$ cat src/led_pwm_defs.vh
`ifndef LED_PWM_DEFS_VH
`define LED_PWM_DEFS_VH

// Register byte offsets
`define OFF_GLOBAL_CTRL   8'h00
`define OFF_SOFT_RESET    8'h04
`define OFF_CFG_A         8'h08
`define OFF_CFG_B         8'h0C
`define OFF_CFG_C         8'h10
`define OFF_BRIGHT_A      8'h14
`define OFF_BRIGHT_B      8'h18
`define OFF_BRIGHT_C      8'h1C
`define OFF_ENG_DUR_0     8'h20
`define OFF_ENG_DUR_1     8'h24
`define OFF_ENG_DUR_2     8'h28
`define OFF_IRQ_STATUS    8'h2C
`define OFF_IRQ_MASK      8'h30
`define OFF_STATUS        8'h34

// Spacing of per-channel registers
`define REG_STRIDE        8'h04

// Soft reset code
`define SOFT_RESET_CODE   8'h55

// Global control fields
`define GC_CHIP_EN        0
`define GC_PWR_UP_IND     1
`define GC_IRQ_EN_LO      5
`define GC_RESET          8'h02

// Channel config fields: [1:0] current level, [2] engine mode, [4:3] engine select
`define CFG_CUR_LO        0
`define CFG_MODE          2
`define CFG_ENG_LO        3
`define CFG_RESET         5'h00

// Current step per code in mA
`define CUR_STEP_MA       5

// AXI responses
`define RESP_OKAY         2'b00
`define RESP_SLVERR       2'b10

`endif

$ cat src/led_channel_pwm_reset_control.v
// The register addresses and the AXI4-Lite register port were chosen for this implementation.
`timescale 1ns/1ns
`default_nettype none
`include "led_pwm_defs.vh"

module led_channel_pwm_reset_control #(
  parameter NCH = 3,
  parameter PWM_W = 8,
  parameter DUR_W = 16
) (
  // Clock and reset
  input  wire                    clk,
  input  wire                    rst,
  // AXI4-Lite write
  input  wire [7:0]              s_axi_awaddr,
  input  wire                    s_axi_awvalid,
  output reg                     s_axi_awready,
  input  wire [31:0]             s_axi_wdata,
  input  wire [3:0]              s_axi_wstrb,
  input  wire                    s_axi_wvalid,
  output reg                     s_axi_wready,
  output reg  [1:0]              s_axi_bresp,
  output reg                     s_axi_bvalid,
  input  wire                    s_axi_bready,
  // AXI4-Lite read
  input  wire [7:0]              s_axi_araddr,
  input  wire                    s_axi_arvalid,
  output reg                     s_axi_arready,
  output reg  [31:0]             s_axi_rdata,
  output reg  [1:0]              s_axi_rresp,
  output reg                     s_axi_rvalid,
  input  wire                    s_axi_rready,
  // Sink outputs
  output reg                     sink_out_a,
  output reg                     sink_out_b,
  output reg                     sink_out_c,
  output reg  [3:0]              sink_ma_a,
  output reg  [3:0]              sink_ma_b,
  output reg  [3:0]              sink_ma_c,
  // Open-drain interrupt and summary
  output reg                     irq_out_n_oe,
  output reg                     irq,
  output reg                     standby
);

  ////////////////////////////////////////////////////////////////////////////
  // Register state
  reg  [7:0]             global_control_reg_q;
  reg  [4:0]             channel_config_reg_q [0:NCH-1];
  reg  [PWM_W-1:0]       channel_brightness_regs_q [0:NCH-1];
  reg  [DUR_W-1:0]       eng_dur_q [0:NCH-1];
  reg  [DUR_W-1:0]       eng_cnt_q [0:NCH-1];
  reg  [PWM_W-1:0]       eng_lvl_q [0:NCH-1];
  reg  [NCH-1:0]         eng_run_q;
  reg  [NCH-1:0]         irq_status_q;
  reg  [NCH-1:0]         irq_mask_q;
  reg  [PWM_W-1:0]       pwm_cnt_q;
  reg                    soft_rst_q;
  reg  [7:0]             aw_addr_q;
  reg  [31:0]            w_data_q;
  reg  [3:0]             w_strb_q;
  reg                    aw_have_q;
  reg                    w_have_q;

  wire                   chip_en  = global_control_reg_q[`GC_CHIP_EN];
  wire [2:0]             irq_en   = global_control_reg_q[`GC_IRQ_EN_LO+2:`GC_IRQ_EN_LO];
  wire                   clr      = rst | soft_rst_q;
  wire                   wr_go    = aw_have_q & w_have_q & ~s_axi_bvalid;
  wire                   wr_b0    = wr_go & w_strb_q[0];
  wire [NCH-1:0]         eng_done;

  ////////////////////////////////////////////////////////////////////////////
  // AXI write channel capture
  always @(posedge clk) begin
    if (clr) begin
      aw_have_q     <= 1'b0;
      w_have_q      <= 1'b0;
      aw_addr_q     <= 8'h00;
      w_data_q      <= 32'h0000_0000;
      w_strb_q      <= 4'h0;
      s_axi_awready <= 1'b0;
      s_axi_wready  <= 1'b0;
      s_axi_bvalid  <= 1'b0;
      s_axi_bresp   <= `RESP_OKAY;
      soft_rst_q    <= 1'b0;
    end else begin
      // Each ready pulses one cycle per accepted item
      s_axi_awready <= ~aw_have_q & ~s_axi_awready & s_axi_awvalid;
      s_axi_wready  <= ~w_have_q & ~s_axi_wready & s_axi_wvalid;
      if (s_axi_awvalid & s_axi_awready) begin
        aw_have_q <= 1'b1;
        aw_addr_q <= s_axi_awaddr;
      end
      if (s_axi_wvalid & s_axi_wready) begin
        w_have_q <= 1'b1;
        w_data_q <= s_axi_wdata;
        w_strb_q <= s_axi_wstrb;
      end
      if (wr_go) begin
        aw_have_q    <= 1'b0;
        w_have_q     <= 1'b0;
        s_axi_bvalid <= 1'b1;
        s_axi_bresp  <= (aw_addr_q > `OFF_IRQ_MASK || aw_addr_q[1:0] != 2'b00) ?
                        `RESP_SLVERR : `RESP_OKAY;
        // Soft reset fires after response is queued
        soft_rst_q   <= wr_b0 && aw_addr_q == `OFF_SOFT_RESET &&
                        w_data_q[7:0] == `SOFT_RESET_CODE;
      end else if (s_axi_bvalid & s_axi_bready) begin
        s_axi_bvalid <= 1'b0;
      end
    end
  end

  ////////////////////////////////////////////////////////////////////////////
  // Global registers and interrupt status
  always @(posedge clk) begin
    if (clr) begin
      global_control_reg_q <= `GC_RESET;
      irq_mask_q           <= {NCH{1'b0}};
      irq_status_q         <= {NCH{1'b0}};
    end else begin
      // Byte lane zero carries every control field
      if (wr_b0 && aw_addr_q == `OFF_GLOBAL_CTRL)
        global_control_reg_q <= w_data_q[7:0];
      if (wr_b0 && aw_addr_q == `OFF_IRQ_MASK)
        irq_mask_q <= w_data_q[NCH-1:0];
      // Set wins over write-one-to-clear
      irq_status_q <= (irq_status_q & ~((wr_b0 && aw_addr_q == `OFF_IRQ_STATUS) ?
                      w_data_q[NCH-1:0] : {NCH{1'b0}})) | eng_done;
    end
  end

  ////////////////////////////////////////////////////////////////////////////
  // Shared PWM period counter
  always @(posedge clk) begin
    if (clr)
      pwm_cnt_q <= {PWM_W{1'b0}};
    // Counts 0 to max-1 so full scale stays on all period
    else if (chip_en)
      pwm_cnt_q <= (pwm_cnt_q == {PWM_W{1'b1}} - 1'b1) ? {PWM_W{1'b0}} : pwm_cnt_q + 1'b1;
    else
      pwm_cnt_q <= {PWM_W{1'b0}};
  end

  ////////////////////////////////////////////////////////////////////////////
  // Per-channel config and per-engine sequencer
  genvar g;
  generate
    for (g = 0; g < NCH; g = g + 1) begin : gen_ch
      // Register offsets of this channel and its engine
      localparam integer CFG_AT = `OFF_CFG_A + `REG_STRIDE * g;
      localparam integer BRT_AT = `OFF_BRIGHT_A + `REG_STRIDE * g;
      localparam integer DUR_AT = `OFF_ENG_DUR_0 + `REG_STRIDE * g;
      wire [7:0] off_cfg = CFG_AT[7:0];
      wire [7:0] off_brt = BRT_AT[7:0];
      wire [7:0] off_dur = DUR_AT[7:0];
      wire       used;
      wire       step;
      // Engine steps once per PWM period while enabled
      assign used = chip_en && eng_dur_q[g] != {DUR_W{1'b0}};
      assign step = used && eng_run_q[g] && pwm_cnt_q == {PWM_W{1'b0}};
      // Completion event only on the final ramp step
      assign eng_done[g] = step && eng_cnt_q[g] == eng_dur_q[g] - 1'b1 &&
                           irq_en[g];

      // Host-written channel registers
      always @(posedge clk) begin
        if (clr) begin
          channel_config_reg_q[g]      <= `CFG_RESET;
          channel_brightness_regs_q[g] <= {PWM_W{1'b0}};
          eng_dur_q[g]                 <= {DUR_W{1'b0}};
        end else begin
          if (wr_b0 && aw_addr_q == off_cfg)
            channel_config_reg_q[g] <= w_data_q[4:0];
          if (wr_b0 && aw_addr_q == off_brt)
            channel_brightness_regs_q[g] <= w_data_q[PWM_W-1:0];
          if (wr_go && aw_addr_q == off_dur)
            eng_dur_q[g] <= w_data_q[DUR_W-1:0];
        end
      end

      // Engine: ramps level once per PWM period over its duration
      always @(posedge clk) begin
        if (clr) begin
          eng_run_q[g] <= 1'b0;
          eng_cnt_q[g] <= {DUR_W{1'b0}};
          eng_lvl_q[g] <= {PWM_W{1'b0}};
        end else if (wr_go && aw_addr_q == off_dur) begin
          eng_run_q[g] <= 1'b1;
          eng_cnt_q[g] <= {DUR_W{1'b0}};
          eng_lvl_q[g] <= {PWM_W{1'b0}};
        end else if (step) begin
          eng_lvl_q[g] <= eng_lvl_q[g] + 1'b1;
          if (eng_cnt_q[g] == eng_dur_q[g] - 1'b1)
            eng_run_q[g] <= 1'b0;
          else
            eng_cnt_q[g] <= eng_cnt_q[g] + 1'b1;
        end
      end
    end
  endgenerate

  ////////////////////////////////////////////////////////////////////////////
  // Output stage: source select, compare, current level
  reg [PWM_W-1:0] duty_a, duty_b, duty_c;
  always @* begin
    // Engine mode takes the mapped engine level, else the host value
    duty_a = channel_config_reg_q[0][`CFG_MODE] ?
             eng_lvl_q[channel_config_reg_q[0][`CFG_ENG_LO+1:`CFG_ENG_LO] % NCH] :
             channel_brightness_regs_q[0];
    duty_b = channel_config_reg_q[1][`CFG_MODE] ?
             eng_lvl_q[channel_config_reg_q[1][`CFG_ENG_LO+1:`CFG_ENG_LO] % NCH] :
             channel_brightness_regs_q[1];
    duty_c = channel_config_reg_q[2][`CFG_MODE] ?
             eng_lvl_q[channel_config_reg_q[2][`CFG_ENG_LO+1:`CFG_ENG_LO] % NCH] :
             channel_brightness_regs_q[2];
  end

  always @(posedge clk) begin
    if (clr) begin
      sink_out_a   <= 1'b0;
      sink_out_b   <= 1'b0;
      sink_out_c   <= 1'b0;
      sink_ma_a    <= 4'h0;
      sink_ma_b    <= 4'h0;
      sink_ma_c    <= 4'h0;
      irq          <= 1'b0;
      irq_out_n_oe <= 1'b0;
      standby      <= 1'b1;
    end else begin
      // Full scale stays on all period, zero never on
      sink_out_a   <= chip_en && duty_a > pwm_cnt_q;
      sink_out_b   <= chip_en && duty_b > pwm_cnt_q;
      sink_out_c   <= chip_en && duty_c > pwm_cnt_q;
      // Current code scaled to milliamps, zero in standby
      sink_ma_a    <= chip_en ? channel_config_reg_q[0][1:0] * 4'd`CUR_STEP_MA : 4'h0;
      sink_ma_b    <= chip_en ? channel_config_reg_q[1][1:0] * 4'd`CUR_STEP_MA : 4'h0;
      sink_ma_c    <= chip_en ? channel_config_reg_q[2][1:0] * 4'd`CUR_STEP_MA : 4'h0;
      // Interrupt level and its open-drain pin move together
      irq          <= |(irq_status_q & irq_mask_q);
      irq_out_n_oe <= |(irq_status_q & irq_mask_q);
      standby      <= ~chip_en;
    end
  end

  ////////////////////////////////////////////////////////////////////////////
  // AXI read channel
  always @(posedge clk) begin
    if (clr) begin
      s_axi_arready <= 1'b0;
      s_axi_rvalid  <= 1'b0;
      s_axi_rdata   <= 32'h0000_0000;
      s_axi_rresp   <= `RESP_OKAY;
    end else begin
      s_axi_arready <= ~s_axi_arready & ~s_axi_rvalid & s_axi_arvalid;
      if (s_axi_arvalid & s_axi_arready) begin
        s_axi_rvalid <= 1'b1;
        s_axi_rresp  <= `RESP_OKAY;
        s_axi_rdata  <= 32'h0000_0000;
        case (s_axi_araddr)
          `OFF_GLOBAL_CTRL: s_axi_rdata[7:0] <= global_control_reg_q;
          // Soft reset register is write-only
          `OFF_SOFT_RESET:  s_axi_rdata      <= 32'h0000_0000;
          `OFF_CFG_A:       s_axi_rdata[4:0] <= channel_config_reg_q[0];
          `OFF_CFG_B:       s_axi_rdata[4:0] <= channel_config_reg_q[1];
          `OFF_CFG_C:       s_axi_rdata[4:0] <= channel_config_reg_q[2];
          `OFF_BRIGHT_A:    s_axi_rdata[PWM_W-1:0] <= channel_brightness_regs_q[0];
          `OFF_BRIGHT_B:    s_axi_rdata[PWM_W-1:0] <= channel_brightness_regs_q[1];
          `OFF_BRIGHT_C:    s_axi_rdata[PWM_W-1:0] <= channel_brightness_regs_q[2];
          `OFF_ENG_DUR_0:   s_axi_rdata[DUR_W-1:0] <= eng_dur_q[0];
          `OFF_ENG_DUR_1:   s_axi_rdata[DUR_W-1:0] <= eng_dur_q[1];
          `OFF_ENG_DUR_2:   s_axi_rdata[DUR_W-1:0] <= eng_dur_q[2];
          `OFF_IRQ_STATUS:  s_axi_rdata[NCH-1:0] <= irq_status_q;
          `OFF_IRQ_MASK:    s_axi_rdata[NCH-1:0] <= irq_mask_q;
          `OFF_STATUS:      s_axi_rdata[NCH:0]   <= {~chip_en, eng_run_q};
          // Unmapped or misaligned offsets answer with an error
          default:          s_axi_rresp <= `RESP_SLVERR;
        endcase
      end else if (s_axi_rvalid & s_axi_rready) begin
        s_axi_rvalid <= 1'b0;
      end
    end
  end

endmodule // led_channel_pwm_reset_control
`default_nettype wire

$ cat config.mk
export PLATFORM = sky130hd
export DESIGN_NAME = led_channel_pwm_reset_control
export DESIGN_NICKNAME = d
export VERILOG_FILES = /design/src/led_channel_pwm_reset_control.v
export VERILOG_INCLUDE_DIRS = /design/src /design/src/src
export SDC_FILE = /design/constraint.sdc
export NUM_CORES = 1
export LEC_CHECK = 0
export BUFFER_PORTS_ARGS = -buffer_cell sky130_fd_sc_hd__buf_2
export CORE_MARGIN = 2
export CORE_UTILIZATION = 51
export CTS_CLUSTER_SIZE = 30
export DETAILED_ROUTE_END_ITERATION = 12
export PLACE_DENSITY = 0.74
export SLEW_MARGIN = 20
export SYNTH_ARGS = -nofsm -noshare
export SYNTH_HDL_FRONTEND = slang
export SYNTH_SLANG_ARGS = --single-unit
$ cat constraint.sdc
create_clock -name clk -period 4.24 [get_ports clk]
set_input_delay 0.848 -clock clk [delete_from_list [all_inputs] [get_ports clk]]
set_output_delay 0.848 -clock clk [all_outputs]
set_load 0.02 [all_outputs]
==> results.md <==
* CTS resizes at 0
* Setup crit start: eng_dur_q[2][0]
* GPL Wtd Cong at 0.965
* Average size of a mapped cell at 9.33 um^2
* Worst-path clk slew at 0.06 ns
* Worst-path cell chain: inv_1, ha_1, or3b_1, or4_4, a2111oi_4, nand4_1, a2111o_1, o31ai_4, nand2_1
* CTS root buffer: clkbuf_16
* Most common cell after layout, fill and taps aside: nor2_1
* Multi-input logic area at 0.00689 mm^2
* Clock network power share at 0.441
* DR pass1 iterations at 6
* Pins over their slew limit at 0
* Setup_tns at 0 ns
* Total design power at ~5.6 mW
* Layout Nets at 1639
* Slowest CP cell: or4_4
* CP startpoint kind: flop
* Post-DRT Antenna Nets at 0
* Fin crit share at 0.862
* Final-report hold violation count at 0
* CTS tree: built
* Die ar. at 0.0288 mm^2
* Largest net degree at the start of global routing at 43
* Synth Instances at 1502
* Max VDD drop at 311 uV
* Postcts setup bufs at 0
* RSZ-0062 raised after global routing: false
* Clk_skew at 0.0319 ns
* Seq/Total Area, Yosys at 0.465
* Worst-margin pin slew at roughly 1.1 ns
* DP HPWL at 27.4 mm
* CTS Buf Count at 27
* Layout cells sized above 1 at 0.103
* Routed len/inst at just under 20 um
* Initial antenna violation count at 1
* Net switching power at 1.33 mW
* Gate power share at 0.071
* FILL cells at 2333
* Die H at approximately 170 um
* H-tree levels at 1
* Required time worst endpoint at 4.39 ns
* Largest stage delay, worst path at ~0.50 ns
* Vias in the first global route at ~11k
* GRT Total Usage at 0.258
* DRC viols at 0
* Area delta synth->final at 10.9%
* Die span in x at 170 um
* Clock Sinks at 246
* Top-Level Pins at 118
* Sequential share of power at 0.488
* Critical path arrival at 3.80 ns
* DP Area at 0.0146 mm^2
* FF+latch area at 0.00652 mm^2
* Row cnt at 60
* Initial DRC count at 1084
* # setup viols final at 0
* R2R Path Start: eng_dur_q[2][0]
* Grt total ovfl at 0
* Post-synthesis cell type count at 73
* FF+latch count, synth at between 200 and 250
* Hold buffer count at cts at 0
* Hold_sp: w_have_q
* FMAX at 0.274 GHz
* Top delay family on crit path: simple AND/OR/NAND/NOR gates
* CTS Buffer Depth at 3
* Vias at 11.4k
* First-pass GRT wire length at ~58 mm
* Critical path capture point type: flop
* Min cycle time layout at between 3 and 4 ns
* Most used DFF post-synth: edfxtp_1
* Post-layout instance area at 0.0155 mm^2
* Cell Area, Synth at 0.0140 mm^2
* Vias per cell at 5.96
* Max Cap Viol at 0
* Buf/Inv on CP at 1
* Status: finished clean
* PwrDens at 359 mW/mm^2
* Core Box Area at 0.0270 mm^2
* Total wire length at approximately 37 mm
* Sw Share at 0.237
* Post-synth EDFFs at 159
* Hold Path Class: flop to flop
* Number of port buffers at 80
* Leakage at 5.66 nW
* Initial core utilization at 0.520
* Int Pwr at 4.26 mW
* Clk_lat worst skew at 0.56 ns
* CP Max Fanout at 16
* Post-synth ARST share at 0
* Normalized max-slew margin at 0.259
* YS warnings at 0
* CP Class: flop to flop
* Most frequent cells in the layout: nor2_1, edfxtp_1, nand2_1
-- power groups by stage --
stage | registers, mW | clock network, mW | logic, mW
global placement | 2.77 | 0 | 0.381
floorplan | 2.72 | 0 | 0.314
global route | 2.73 | 2.60 | 0.438
CTS | 2.72 | 2.49 | 0.392
finish | 2.72 | 2.46 | 0.397
detailed placement | 2.77 | 0 | 0.389
-- flip-flops by register name (all words and copies together), names as in the netlist, 2 cells and up --
register	cells
eng_dur_q	48
aw_addr_q	8
sink_ma_b	2
irq_mask_q	3
eng_run_q	3
s_axi_rdata	16
sink_ma_a	2
w_data_q	16
channel_brightness_regs_q	24
eng_cnt_q	48
channel_config_reg_q	15
sink_ma_c	2
eng_lvl_q	24
pwm_cnt_q	8
irq_status_q	3
global_control_reg_q	8
-- per-stage QoR --
| step | hold WS (ns) | cells | utilization | worst slack (ns) |
|---|---|---|---|---|
| final | 0.458 | 1907 | 0.577 | 0.585 |
| after global routing | 0.494 | 1907 | 0.577 | 0.349 |
| after CTS | 0.460 | 1906 | 0.577 | 0.542 |
| after detailed placement | 0.444 | 1856 | 0.541 | 0.577 |
| after global placement | 0.435 | 1856 | 0.541 | 0.604 |
| after floorplan | 0.424 | 1519 | - | 0.454 |
-- cells in the mapped netlist, types with 27 or more instances --
cell	n	area, um^2
a21oi_1	78	390
and2_1	98	613
clkbuf_1	71	267
dfxtp_1	87	1740
edfxtp_1	159	4770
ha_1	36	450
inv_1	51	191
nand2_1	129	484
nand3_1	70	350
nor2_1	167	627
nor3_1	30	150
o211ai_1	27	203
o21ai_0	71	355
xnor2_1	53	464
xor2_1	68	596
-- path summary, 6_finish.rpt --
| check | to | slack, ns | cells after the start |
|---|---|---|---|
| min | s_axi_wready | 0.46 | 1 |
| max reg2reg | eng_cnt_q[2][15] | 0.59 | 9 |
| max | eng_cnt_q[2][15] | 0.59 | 9 |
| min reg2reg | s_axi_wready | 0.46 | 1 |
-- cell type report --
type / instances / area share
Inverter: 51 / 0.0123
Timing Repair Buffer: 100 / 0.0354
Multi-Input combinational cell: 1118 / 0.443
Clock buffer: 45 / 0.0593
Clock inverter: 5 / 0.00282
Sequential cell: 246 / 0.419
Antenna cell: 1 / 0.000161
Tap cell: 341 / 0.0275
-- layer usage --
layer,track usage,part of all wire
met1,0.351,0.43
met2,0.426,0.46
met3,0.0296,0.070
met4,0.0936,0.041
met5,0,0
-- cell families after synthesis --
group | share of synthesized area
and+or+nand+nor | 0.224
adders and majority gates | 0.0328
AOI/OAI and AO/OA | 0.135
other | 0.000268
muxes | 0.0190
buffers and inverters | 0.0485
DFF | 0.465
xor gates and xnor gates | 0.0756
No activity file was read; power rests on OpenSTA's default activity.
